<file path="config.mk">
export PLATFORM = sky130hd
export DESIGN_NAME = bgc_regs
export DESIGN_NICKNAME = d
export VERILOG_FILES = /design/src/bgc_pkg.sv /design/src/bgc_regs.sv /design/src/bgc_cfg_reg.sv
export VERILOG_INCLUDE_DIRS = /design/src
export SDC_FILE = /design/constraint.sdc
export NUM_CORES = 1
export LEC_CHECK = 0
export BUFFER_PORTS_ARGS = -buffer_cell sky130_fd_sc_hd__buf_2
export CAP_MARGIN = 20
export CORE_MARGIN = 8
export CORE_UTILIZATION = 45
export CTS_BUF_LIST = sky130_fd_sc_hd__clkbuf_4
export DETAILED_ROUTE_END_ITERATION = 16
export HOLD_SLACK_MARGIN = 0.03
export PLACE_DENSITY = 0.82
export SYNTH_ARGS = -nofsm -noshare
export SYNTH_HDL_FRONTEND = slang
export SYNTH_SLANG_ARGS = --single-unit
</file>
<file path="constraint.sdc">
create_clock -name i_core_clk -period 2 [get_ports i_core_clk]
set_input_delay 0.1 -clock i_core_clk [delete_from_list [all_inputs] [get_ports i_core_clk]]
set_output_delay 0.1 -clock i_core_clk [all_outputs]
set_load 0.01 [all_outputs]
</file>
<file path="src/bgc_defs.svh">
`ifndef BGC_DEFS_SVH
`define BGC_DEFS_SVH
// register indices; byte address is four times the index
`define BGC_IDX_SLEW_A      8'h33
`define BGC_IDX_SLEW_B      8'h34
`define BGC_IDX_PROT        8'h35
`define BGC_IDX_RSVD_LO     8'h36
`define BGC_IDX_RSVD_HI     8'hff
// reset values
`define BGC_RST_SLEW_A      8'h24
`define BGC_RST_SLEW_B      8'h24
`define BGC_RST_PROT        8'h5f
`define BGC_SLEW_MASK       8'h77
// field positions
`define BGC_HI_SEL_LSB      4
`define BGC_LO_SEL_LSB      0
`define BGC_BIT_ILIM_OFF    7
`define BGC_BIT_AZX         6
`define BGC_BIT_SHR_WIDE    5
`define BGC_BIT_SHR_EN      4
`define BGC_BIT_BRAKE       3
`define BGC_BIT_NMASK       2
`define BGC_BIT_POS_TRANSIENT_RESPONSE        1
`define BGC_BIT_NEG_TRANSIENT_RESPONSE        0
// mask lengths in minimum on-time clocks
`define BGC_MASK_SHORT      4'h2
`define BGC_MASK_LONG       4'h8
// forced pwm hold after target
`define BGC_HOLD_US         50
`define BGC_CLK_MHZ         40
`define BGC_HOLD_CYC        ((`BGC_HOLD_US) * (`BGC_CLK_MHZ))
`endif

</file>
<file path="src/bgc_pkg.sv">
package bgc_pkg;
  typedef enum logic [1:0] {BGC_IDLE, BGC_FALL, BGC_HOLD} bgc_fall_t;
endpackage

</file>
<file path="src/bgc_regs.sv">
// Decided for this implementation: the APB slave port.
`timescale 1ns/1ps
`include "bgc_defs.svh"
module bgc_regs #(
  parameter int HOLD_CYC = `BGC_HOLD_CYC
) (
  input  wire logic        i_core_clk,
  input  wire logic        i_reset,
  input  wire logic        psel,
  input  wire logic        penable,
  input  wire logic        pwrite,
  input  wire logic [11:0] paddr,
  input  wire logic [31:0] pwdata,
  input  wire logic [3:0]  pstrb,
  output logic             pready,
  output logic      [31:0] prdata,
  output logic             pslverr,
  input  wire logic        i_falling_slew_force_en,
  input  wire logic        i_ramp_down_active,
  input  wire logic        i_target_reached,
  input  wire logic        i_neg_transient_event,
  input  wire logic        i_min_on_time_pulse,
  output logic      [2:0]  o_shutdown_slew_sel,
  output logic      [2:0]  o_softstart_slew_sel,
  output logic      [2:0]  o_rampdown_slew_sel,
  output logic      [2:0]  o_rampup_slew_sel,
  output logic      [7:0]  o_active_slew_rate,
  output logic             o_peak_current_limit,
  output logic             o_valley_current_limit,
  output logic             o_negative_current_limit,
  output logic             o_adaptive_zero_cross_en,
  output logic             o_share_range_wide,
  output logic             o_phase_share_en,
  output logic             o_body_brake_en,
  output logic             o_pos_transient_boost_en,
  output logic             o_neg_transient_boost_en,
  output logic             o_neg_transient_masked,
  output logic             o_forced_pwm
);
  logic [7:0]  slew_a;
  logic [7:0]  slew_b;
  logic [7:0]  prot;
  logic [9:0]  word_idx;
  logic        acc;
  logic        wr_a;
  logic        wr_b;
  logic        wr_p;
  logic        next_pready;
  logic [31:0] next_prdata;
  logic        next_pslverr;

  // reads decode on the setup beat and answer one cycle later; write strobes fire in the access beat once pready is high
  assign word_idx = paddr[11:2];
  assign acc      = psel & penable & pready;
  assign wr_a     = acc & pwrite & pstrb[0] & (word_idx == {2'b00, `BGC_IDX_SLEW_A});
  assign wr_b     = acc & pwrite & pstrb[0] & (word_idx == {2'b00, `BGC_IDX_SLEW_B});
  assign wr_p     = acc & pwrite & pstrb[0] & (word_idx == {2'b00, `BGC_IDX_PROT});

  // reserved bits 7 and 3 are masked off inside the store
  bgc_cfg_reg #(.RST(`BGC_RST_SLEW_A), .MASK(`BGC_SLEW_MASK)) u_slew_a (
    .i_core_clk (i_core_clk),
    .i_reset    (i_reset),
    .i_we       (wr_a),
    .i_wdata    (pwdata[7:0]),
    .o_q        (slew_a)
  );
  bgc_cfg_reg #(.RST(`BGC_RST_SLEW_B), .MASK(`BGC_SLEW_MASK)) u_slew_b (
    .i_core_clk (i_core_clk),
    .i_reset    (i_reset),
    .i_we       (wr_b),
    .i_wdata    (pwdata[7:0]),
    .o_q        (slew_b)
  );
  bgc_cfg_reg #(.RST(`BGC_RST_PROT), .MASK(8'hff)) u_prot (
    .i_core_clk (i_core_clk),
    .i_reset    (i_reset),
    .i_we       (wr_p),
    .i_wdata    (pwdata[7:0]),
    .o_q        (prot)
  );

  // apb answer: pready rises at the end of setup, so no wait state; unmapped reads give zero and no error
  always_comb begin
    next_pready  = 1'b0;
    next_prdata  = prdata;
    next_pslverr = 1'b0;
    if (psel & ~penable) begin
      next_pready = 1'b1;
      next_prdata = 32'h0000_0000;
      if (pwrite) begin
        next_prdata = prdata;
      end else if (word_idx == {2'b00, `BGC_IDX_SLEW_A}) begin
        next_prdata = {24'h00_0000, slew_a};
      end else if (word_idx == {2'b00, `BGC_IDX_SLEW_B}) begin
        next_prdata = {24'h00_0000, slew_b};
      end else if (word_idx == {2'b00, `BGC_IDX_PROT}) begin
        next_prdata = {24'h00_0000, prot};
      end else begin
        next_prdata = 32'h0000_0000;
      end
    end else if (psel & penable & ~pready) begin
      next_pready = 1'b1;
    end
  end

  always_ff @(posedge i_core_clk) begin
    if (i_reset) begin
      pready  <= 1'b0;
      prdata  <= 32'h0000_0000;
      pslverr <= 1'b0;
    end else begin
      pready  <= next_pready;
      prdata  <= next_prdata;
      pslverr <= next_pslverr;
    end
  end

  // synchronise the analog-side inputs
  logic [4:0] sync1;
  logic [4:0] sync2;
  always_ff @(posedge i_core_clk) begin
    if (i_reset) begin
      sync1 <= 5'h00;
      sync2 <= 5'h00;
    end else begin
      sync1 <= {i_falling_slew_force_en, i_ramp_down_active, i_target_reached,
                i_neg_transient_event, i_min_on_time_pulse};
      sync2 <= sync1;
    end
  end
  logic fs_en;
  logic rd_act;
  logic tgt;
  logic nte;
  logic mot;
  assign fs_en  = sync2[4];
  assign rd_act = sync2[3];
  assign tgt    = sync2[2];
  assign nte    = sync2[1];
  assign mot    = sync2[0];

  // edge of the min on-time pulse counts mask clocks
  logic mot_d;
  logic nte_d;
  logic [3:0] mask_cnt;
  logic [3:0] next_mask_cnt;
  logic [3:0] mask_len;
  assign mask_len = prot[`BGC_BIT_NMASK] ? `BGC_MASK_LONG : `BGC_MASK_SHORT;
  always_comb begin
    next_mask_cnt = mask_cnt;
    if (nte & ~nte_d & prot[`BGC_BIT_NEG_TRANSIENT_RESPONSE]) begin
      next_mask_cnt = mask_len;
    end else if (mot & ~mot_d & (mask_cnt != 4'h0)) begin
      next_mask_cnt = mask_cnt - 4'h1;
    end
  end

  // forced-pwm sequencer; once in hold the timer runs out whatever the target does
  localparam logic [31:0] HOLD_W = HOLD_CYC;
  bgc_pkg::bgc_fall_t fstate;
  bgc_pkg::bgc_fall_t next_fstate;
  logic [31:0] hold_cnt;
  logic [31:0] next_hold_cnt;
  always_comb begin
    next_fstate   = fstate;
    next_hold_cnt = hold_cnt;
    case (fstate)
      bgc_pkg::BGC_IDLE: begin
        if (fs_en & rd_act) begin
          next_fstate = bgc_pkg::BGC_FALL;
        end
      end
      bgc_pkg::BGC_FALL: begin
        if (tgt) begin
          next_fstate   = bgc_pkg::BGC_HOLD;
          next_hold_cnt = HOLD_W - 32'h1;
        end else if (~fs_en) begin
          next_fstate = bgc_pkg::BGC_IDLE;
        end
      end
      bgc_pkg::BGC_HOLD: begin
        if (hold_cnt == 32'h0) begin
          next_fstate = bgc_pkg::BGC_IDLE;
        end else begin
          next_hold_cnt = hold_cnt - 32'h1;
        end
      end
      default: begin
        next_fstate = bgc_pkg::BGC_IDLE;
      end
    endcase
  end

  // derived control outputs, all registered
  logic [2:0] rate_code;
  always_comb begin
    rate_code = slew_b[6:4];
    if (fstate == bgc_pkg::BGC_IDLE) begin
      rate_code = slew_b[2:0];
    end
  end

  always_ff @(posedge i_core_clk) begin
    if (i_reset) begin
      mot_d                    <= 1'b0;
      nte_d                    <= 1'b0;
      mask_cnt                 <= 4'h0;
      fstate                   <= bgc_pkg::BGC_IDLE;
      hold_cnt                 <= 32'h0;
      o_shutdown_slew_sel      <= 3'h2;
      o_softstart_slew_sel     <= 3'h4;
      o_rampdown_slew_sel      <= 3'h2;
      o_rampup_slew_sel        <= 3'h4;
      o_active_slew_rate       <= 8'h00;
      o_peak_current_limit     <= 1'b1;
      o_valley_current_limit   <= 1'b1;
      o_negative_current_limit <= 1'b1;
      o_adaptive_zero_cross_en <= 1'b1;
      o_share_range_wide       <= 1'b0;
      o_phase_share_en         <= 1'b1;
      o_body_brake_en          <= 1'b1;
      o_pos_transient_boost_en <= 1'b1;
      o_neg_transient_boost_en <= 1'b1;
      o_neg_transient_masked   <= 1'b0;
      o_forced_pwm             <= 1'b0;
    end else begin
      mot_d                    <= mot;
      nte_d                    <= nte;
      mask_cnt                 <= next_mask_cnt;
      fstate                   <= next_fstate;
      hold_cnt                 <= next_hold_cnt;
      o_shutdown_slew_sel      <= slew_a[6:4];
      o_softstart_slew_sel     <= slew_a[2:0];
      o_rampdown_slew_sel      <= slew_b[6:4];
      o_rampup_slew_sel        <= slew_b[2:0];
      o_active_slew_rate       <= rate_x4(rate_code);
      o_peak_current_limit     <= ~prot[`BGC_BIT_ILIM_OFF];
      o_valley_current_limit   <= ~prot[`BGC_BIT_ILIM_OFF];
      o_negative_current_limit <= ~prot[`BGC_BIT_ILIM_OFF];
      o_adaptive_zero_cross_en <= prot[`BGC_BIT_AZX];
      o_share_range_wide       <= prot[`BGC_BIT_SHR_WIDE];
      o_phase_share_en         <= prot[`BGC_BIT_SHR_EN];
      o_body_brake_en          <= prot[`BGC_BIT_BRAKE] & prot[`BGC_BIT_POS_TRANSIENT_RESPONSE];
      o_pos_transient_boost_en <= prot[`BGC_BIT_POS_TRANSIENT_RESPONSE];
      o_neg_transient_boost_en <= prot[`BGC_BIT_NEG_TRANSIENT_RESPONSE];
      o_neg_transient_masked   <= (next_mask_cnt != 4'h0);
      o_forced_pwm             <= (next_fstate != bgc_pkg::BGC_IDLE);
    end
  end

  // slew rate in quarter mV/us steps; codes 6 and 7 share the top rate
  function automatic logic [7:0] rate_x4(input logic [2:0] code);
    logic [7:0] r;
    r = 8'hf0;
    case (code)
      3'h0: r = 8'h05;
      3'h1: r = 8'h0a;
      3'h2: r = 8'h14;
      3'h3: r = 8'h28;
      3'h4: r = 8'h50;
      3'h5: r = 8'ha0;
      default: r = 8'hf0;
    endcase
    return r;
  endfunction

  // checks
  slew_reserved_a: assert property (@(posedge i_core_clk) disable iff (i_reset)
    (slew_a[7] == 1'b0) && (slew_a[3] == 1'b0) && (slew_b[7] == 1'b0) && (slew_b[3] == 1'b0))
    else $error("reserved slew bit set");
  shutdown_sel_a: assert property (@(posedge i_core_clk) disable iff (i_reset)
    wr_a |=> ##1 (o_shutdown_slew_sel == $past(pwdata[6:4], 2)))
    else $error("shutdown selector not updated");
  softstart_sel_a: assert property (@(posedge i_core_clk) disable iff (i_reset)
    wr_a |=> ##1 (o_softstart_slew_sel == $past(pwdata[2:0], 2)))
    else $error("softstart selector not updated");
  rampdown_sel_a: assert property (@(posedge i_core_clk) disable iff (i_reset)
    wr_b |=> ##1 (o_rampdown_slew_sel == $past(pwdata[6:4], 2)))
    else $error("rampdown selector not updated");
  rampup_sel_a: assert property (@(posedge i_core_clk) disable iff (i_reset)
    wr_b |=> ##1 (o_rampup_slew_sel == $past(pwdata[2:0], 2)))
    else $error("rampup selector not updated");
  limit_off_a: assert property (@(posedge i_core_clk) disable iff (i_reset)
    $past(prot[7]) |-> !o_peak_current_limit && !o_valley_current_limit && !o_negative_current_limit)
    else $error("current limit not disabled");
  prot_flags_a: assert property (@(posedge i_core_clk) disable iff (i_reset)
    {o_adaptive_zero_cross_en, o_share_range_wide, o_phase_share_en, o_pos_transient_boost_en,
     o_neg_transient_boost_en} == $past({prot[6], prot[5], prot[4], prot[1], prot[0]}))
    else $error("protection flag mismatch");
  brake_gate_a: assert property (@(posedge i_core_clk) disable iff (i_reset)
    o_body_brake_en |-> $past(prot[3]))
    else $error("body brake without enable");
  mask_load_a: assert property (@(posedge i_core_clk) disable iff (i_reset)
    (nte && !nte_d && prot[`BGC_BIT_NEG_TRANSIENT_RESPONSE]) |=> (mask_cnt == $past(mask_len)))
    else $error("mask count load wrong");
  reserved_rd_a: assert property (@(posedge i_core_clk) disable iff (i_reset)
    (psel && !penable && !pwrite && (word_idx >= {2'b00, `BGC_IDX_RSVD_LO})) |=> (prdata == 32'h0))
    else $error("reserved index read nonzero");
  hold_time_a: assert property (@(posedge i_core_clk) disable iff (i_reset)
    (fstate == bgc_pkg::BGC_FALL && next_fstate == bgc_pkg::BGC_HOLD) |=> (hold_cnt == HOLD_W - 32'h1))
    else $error("hold timer load wrong");

  // sequencing, enabled limits and reserved space; a broken counter or decode trips these
  limit_on_a: assert property (@(posedge i_core_clk) disable iff (i_reset)
    !$past(prot[7]) |-> o_peak_current_limit && o_valley_current_limit && o_negative_current_limit)
    else $error("current limit not enabled");
  brake_on_a: assert property (@(posedge i_core_clk) disable iff (i_reset)
    ($past(prot[3]) && $past(prot[1])) |-> o_body_brake_en)
    else $error("body brake not enabled");
  rate_top_a: assert property (@(posedge i_core_clk) disable iff (i_reset)
    ($past(rate_code) >= 3'h6) |-> (o_active_slew_rate == 8'hf0))
    else $error("top slew code not at top rate");
  mask_dec_a: assert property (@(posedge i_core_clk) disable iff (i_reset)
    (mot && !mot_d && (mask_cnt != 4'h0) && !(nte && !nte_d && prot[`BGC_BIT_NEG_TRANSIENT_RESPONSE]))
    |=> (mask_cnt == $past(mask_cnt) - 4'h1))
    else $error("mask count not stepped");
  mask_out_a: assert property (@(posedge i_core_clk) disable iff (i_reset)
    o_neg_transient_masked == (mask_cnt != 4'h0))
    else $error("mask flag disagrees with count");
  fall_enter_a: assert property (@(posedge i_core_clk) disable iff (i_reset)
    (fstate == bgc_pkg::BGC_IDLE && fs_en && rd_act) |=> (fstate == bgc_pkg::BGC_FALL && o_forced_pwm))
    else $error("forced fall not entered");
  fpwm_idle_a: assert property (@(posedge i_core_clk) disable iff (i_reset)
    (fstate == bgc_pkg::BGC_IDLE && !(fs_en && rd_act)) |=> !o_forced_pwm)
    else $error("forced pwm while idle");
  hold_run_a: assert property (@(posedge i_core_clk) disable iff (i_reset)
    (fstate == bgc_pkg::BGC_HOLD && hold_cnt != 32'h0) |=> (fstate == bgc_pkg::BGC_HOLD && o_forced_pwm))
    else $error("hold ended early");
  rsvd_nowrite_a: assert property (@(posedge i_core_clk) disable iff (i_reset)
    (acc && pwrite && (word_idx >= {2'b00, `BGC_IDX_RSVD_LO}))
    |=> ($stable(slew_a) && $stable(slew_b) && $stable(prot)))
    else $error("reserved write changed the bank");
endmodule

</file>
<file path="src/bgc_cfg_reg.sv">
`timescale 1ns/1ps
`include "bgc_defs.svh"
// one configuration byte with reset value and writable mask
module bgc_cfg_reg #(
  parameter logic [7:0] RST  = 8'h00,
  parameter logic [7:0] MASK = 8'hff
) (
  input  wire logic       i_core_clk,
  input  wire logic       i_reset,
  input  wire logic       i_we,
  input  wire logic [7:0] i_wdata,
  output logic      [7:0] o_q
);
  logic [7:0] next_q;

  // masked bits never take write data, so they stay zero
  always_comb begin
    next_q = o_q;
    if (i_we) begin
      next_q = i_wdata & MASK;
    end
  end

  always_ff @(posedge i_core_clk) begin
    if (i_reset) begin
      o_q <= RST;
    end else begin
      o_q <= next_q;
    end
  end
endmodule

</file>
; ---- Yosys cells after proc, flatten, opt, wreduce, memory -nomap -nowiden
; Cells that the tools add are included.
; W data, S select, Z words.
[classes]
mux = 18
eq_ne = 12
n_bitwise = 21
n_addsub = 2
reduce_logical = 9
[op_table]
columns = op, count
row1 = $mux W32, 2
row2 = $pmux W32 S2, 1
row3 = $pmux W8 S6, 1
row4 = $logic_not A32 Y1, 1
row5 = $sub A32 B1 Y32 const B, 1
row6 = $eq A10 B6 Y1 const B, 3
row7 = $mux W8, 3
row8 = $and A1 B1 Y1, 15
row9 = $mux W4, 3
row10 = $mux W2, 4
row11 = $reduce_bool A4 Y1, 2
row12 = $eq A3 B2 Y1 const B, 2
row13 = $eq A3 B3 Y1 const B, 2
row14 = $not A1 Y1, 6
row15 = $pmux W2 S3, 1
row16 = $ne A2 B2 Y1 const B, 2
row17 = $reduce_bool A2 Y1, 2
row18 = $sub A4 B1 Y4 const B, 1
row19 = $eq A3 B1 Y1 const B, 1
row20 = $logic_not A3 Y1, 1
row21 = $mux W3, 1
row22 = $reduce_and A3 Y1, 1
row23 = $eq A2 B1 Y1 const B, 1
row24 = $eq A2 B2 Y1 const B, 1
row25 = 3 further kinds, 4
[word_totals]
ff_bits = 132
out_inout_bits = 65

; ---- Depth between registers and ports, before layout
[logic_depth]
ltp_word = 6
ltp_mapped = 8
mapped_depth_nobuf = 7

; ---- Cells and area by module
; From an unflattened synthesis, not the netlist that was laid out.
[unflattened]
hier_cells = 500
area_unflattened_um2 = 4660.7
[modules_own_cells]
columns = mod, n_inst, cells_each, area_per_inst_um2, seq_area_each_um2
row1 = bgc_regs, 1, 430, 3880.0, 1761.7
row2 = bgc_cfg_reg at u_slew_a ..., 2, 22, 235.2, 120.1
row3 = bgc_cfg_reg at u_prot, 1, 26, 310.3, 160.2

; ---- Worst setup path after synthesis
; No wires, ideal clock.
[synth_path]
path_type = reg2reg
startpoint = register hold_cnt[22]
endpoint = register o_forced_pwm
path_stages_with_launch = 8
t_arrival_ps = 2112
path_slack_ps = -232
t_required_ps = 1880
period_less_slack_ps = 2232
path_cell_list = dfxtp_1 -> or4_1 -> buf_2 -> or3_1 -> buf_2 -> o31ai_1 -> a21oi_1 -> or2_1
[synth_via]
elab_chain_cells = 4
[synth_lines]
columns = element, line
row1 = start: declaration, bgc_regs.sv:162  ; logic [31:0] hold_cnt;
row2 = start signal: assignment, bgc_regs.sv:231  ; hold_cnt <= next_hold_cnt;
row3 = $logic_not A32 Y1, bgc_regs.sv:182  ; if (hold_cnt == 32'h0) begin
row4 = $mux W2, bgc_regs.sv:182
row5 = $pmux W2 S3, bgc_regs.sv:167  ; case (fstate)
row6 = $reduce_bool A2 Y1, bgc_regs.sv:247  ; o_forced_pwm <= (next_fstate != bgc_pkg::BGC_IDLE);
row7 = end signal: assignment, bgc_regs.sv:247
row8 = end: declaration, bgc_regs.sv:38  ; output logic o_forced_pwm
; Every way passes these cells.
; A chain may end at the register's enable or synchronous reset.

; ---- Final worst setup path
[layout_path]
startpoint = register hold_cnt[18]
endpoint = register hold_cnt[29]
[layout_via]
elab_chain_cells = 3
word_cells_on_any_way = 6
classes_between = add/sub: 1 / eq/ne: 1 / mux: 2 / reduce/logical: 2
[layout_lines]
columns = element, line
row1 = $sub A32 B1 Y32 or $logic_not A32 Y1 (tied branches), "bgc_regs.sv:185, bgc_regs.sv:182"
row2 = $mux W32 or $ne A2 B2 Y1 (tied branches), n/a
row3 = $pmux W32 S2 or $reduce_and A3 Y1 (tied branches), n/a
; Parallel ways exist; a longest one is shown, timed or not. The select of a mux whose other input is x is not followed.

==> impl_results.md <==
* Row cnt at 37
* Highest clock rate at 450 MHz
* Clk sink count at 108
* Psw at 0.884 mW
* PwrDens at 539 mW/mm²
* Crit path max fanout at 2
* WL final at 12,700 µm
* Ant. Diodes at 0
* Vias in the first global route at 4,386
* Comb pwr share at 6.4%
* Antenna-violating nets left at 0
* Clk Latency, worst-skew pair at 460 ps
* I/O pins at 123
* R2r setup slk at -220 ps
* Port Buffer Count at 68
* Setup ws final at -223 ps
* Top-count cell post-synth: dfxtp_1
* Top Usage Layer GRT: met2
* CTS tree: done
* Outcome: complete, but fails checks
* Clock Tree Buf Depth at 2
* Clock root cell: clkbuf_4
* CTS Buf Count at 9
* Die ar. at 0.0139 mm²
* Initial antenna violation count at 0
* DRC at 0
* Finished Cell Area at 0.00638 mm²
* Slew margin rel. at 46.8%
* Fin crit share at 111%
* Number of H-tree levels at 3
* FF-to-FF Start: hold_cnt[18]
* First-pass GRT wire length at 20,700 µm
* VDD IR max at 496 µV
* Setup crit start: hold_cnt[18]
* Min-delay src: paddr[2]
* GR Layer Usage met2 at 32.4%
* Area growth syn-to-layout at 36.2%
* Primary FF master, synth: dfxtp_1
* Post-Syn Area per Cell at 9.39 µm²
* CORE AREA at 0.0102 mm²
* Final setup vio count at 33
* Setup TNS at -3290 ps
* Max Cap Viol at 0
* WL/cell at 16.1 µm
* Number of fill cells in the layout at 830
* Average vias per placed instance at 5.35
* RePlAce Congestion at 0.820
* Dpl hpwl at 8510 µm
* Critical setup path kind: flip-flop to flip-flop
* WP data required at 2410 ps
* Worst r2r dst: hold_cnt[29]
* GR Util met1 at 18.9%
* Nets@finish at 708
* Largest net degree at the start of global routing at 39
* Die Ht at 118 µm
* Yosys top cell area share at 46.2%
* Skew final at 8.11 ps
* Clock Pin Slew Worst Setup and Hold Paths at 160 ps
* Grt ovf at 0
* Power Internal at 2.56 mW
* Met3 usage at 5.42%
* Final Power at 3.44 mW
* Failing checks: setup timing
* Post-layout util at 62.4%
* Worst Hold Class: input port to flip-flop
* Share of async-settable or async-resettable flops after synthesis at 0%
* Min cycle time layout at 2220 ps
* Tot GR Track Use at 17.8%
* Leakage dissipation at 2.51 nW
* Synth area leaders: dfxtp_1 (46%), buf_4 (4.5%), mux2i_1 (4.5%)
* Flop pwr share at 63.6%
* Iter 0 DRT Violations at 210
* Post-synth EDFFs at 0
* Post-synth top cells: dfxtp_1 (108), nor2_1 (40), nor2b_1 (33)
* Die width at 118 µm
* Share of layout cells above drive strength 1 at 38.7%
* Mapped Area at 0.00468 mm²
* Register area share after synthesis at 46.2%
* Post-synthesis cell type count at 62
* Unrepaired setup endpoints after global routing: true
* Fin. Hold Viols at 0
* Synth warn at 0
* Initial Utilization at 45.8%
* Flops & latches, synth at 108
* Synth Instances at 499
* Worst setup SP type: flip-flop
* Reg2Reg Depth at 5
* Critical Path AT at 2630 ps
* Worst-Margin Slew at 795 ps
* Switching part of the total at 25.7%
* Setup crit end kind: flip-flop
* Slew Viols, Final at 0
* Placement Cell Area at 0.00565 mm²
* Clk network pwr share at 30.0%
* Place WS at -280 ps
* Hold Path Depth at 5
* Hold EP: prdata[4]
* Drt pass-1 iters at 4
* Synth area leader: dfxtp_1
* Detailed-route via count at 4,222
state kept, by name, summed over array words and instances (netlist names), 4 cells and up:
register and cells:
sync1 5, u_slew_a.o_q 6, u_slew_b.o_q 6, o_active_slew_rate 8, mask_cnt 4, prdata 8
hold_cnt 32, sync2 5, u_prot.o_q 8
kinds of logic after synthesis:
| logic type | share of synthesized area (%) |
|---|---|
| AOI/OAI and AO/OA | 14.1 |
| xor gates and xnor gates | 1.50 |
| adders and majority gates | 0.748 |
| buffers and inverters | 7.43 |
| DFF | 46.2 |
| muxes | 4.73 |
| other | 0.0801 |
| and+or+nand+nor | 25.3 |
power by group through the flow:
| stage | Sequential (mW) | Clock (mW) | Combinational, mW |
|---|---|---|---|
| after floorplan | 2.24 | 0 | 0.144 |
| after global placement | 2.24 | 0 | 0.180 |
| after detailed placement | 2.24 | 0 | 0.186 |
| after CTS | 2.19 | 1.06 | 0.213 |
| after global routing | 2.19 | 1.14 | 0.243 |
| final | 2.19 | 1.03 | 0.221 |
what timing repair did:
item / in CTS / in global routing
setup endpoints to repair: 33 / 33
hold buffers: 16 / 0
cloned: 2 / 0
gates resized for setup: 29 / 52
buffers inserted: 9 / 7
pin swaps: 17 / 27
endpoints found under the hold margin: 32 / 0
placed cells by master, fill, tap and decap left out, types with 7 or more instances in the layout:
cell type      count
nor2_1            40
a211oi_1          12
nand2_1           26
mux2i_1           21
and2_1             7
or4_4              7
nand3_1            9
a21oi_2            8
nor2b_1           32
a21oi_1           10
inv_1             10
buf_6             15
or2_2             15
dlygate4sd3_1     16
clkbuf_4          10
buf_4             61
or3_1              9
dfxtp_1          101
a211o_1           10
nor3_1             9
conb_1            25
buf_2             68
dfxtp_2            7
worst max-delay path, stage by stage (launching register included):
cell      delay [ps]
dfxtp_2          350
or4_4            540
or4_4            500
or3_4            400
a211oi_2         180
mux2i_1          210
per-stage QoR:
step	std cells	hold WS [ps]
2_1_floorplan	523	218
3_3_place_gp	741	302
3_5_place_dp	741	316
4_1_cts	783	96.7
5_1_grt	789	112
6_report	789	112
worst max path at each step:
stage	end	slack [ps]	cells after the start
after floorplan	hold_cnt[29]	-160	6
after global placement	hold_cnt[18]	-270	6
after detailed placement	hold_cnt[18]	-280	6
after CTS	hold_cnt[29]	-230	5
after global routing	hold_cnt[29]	-290	5
final	hold_cnt[29]	-220	5
per-layer routing:
metal / vias to the layer above / wire length (µm)
met5: - / 0
met4: 0 / 276
met3: 24 / 627
met2: 113 / 6700
met1: 2049 / 5060
li1: 2036 / -
layout make-up:
cell class | instances | area (µm²) | area share (%)
Clock buffer | 10 | 75.1 | 1.18
Sequential cell | 108 | 2170 | 34.0
Clock inverter | 6 | 47.5 | 0.745
Multi-Input combinational cell | 354 | 2660 | 41.7
Inverter | 10 | 37.5 | 0.588
Timing Repair Buffer | 165 | 1220 | 19.2
Tap cell | 136 | 170 | 2.67
Note: power is estimated with default switching activity, not from simulation.
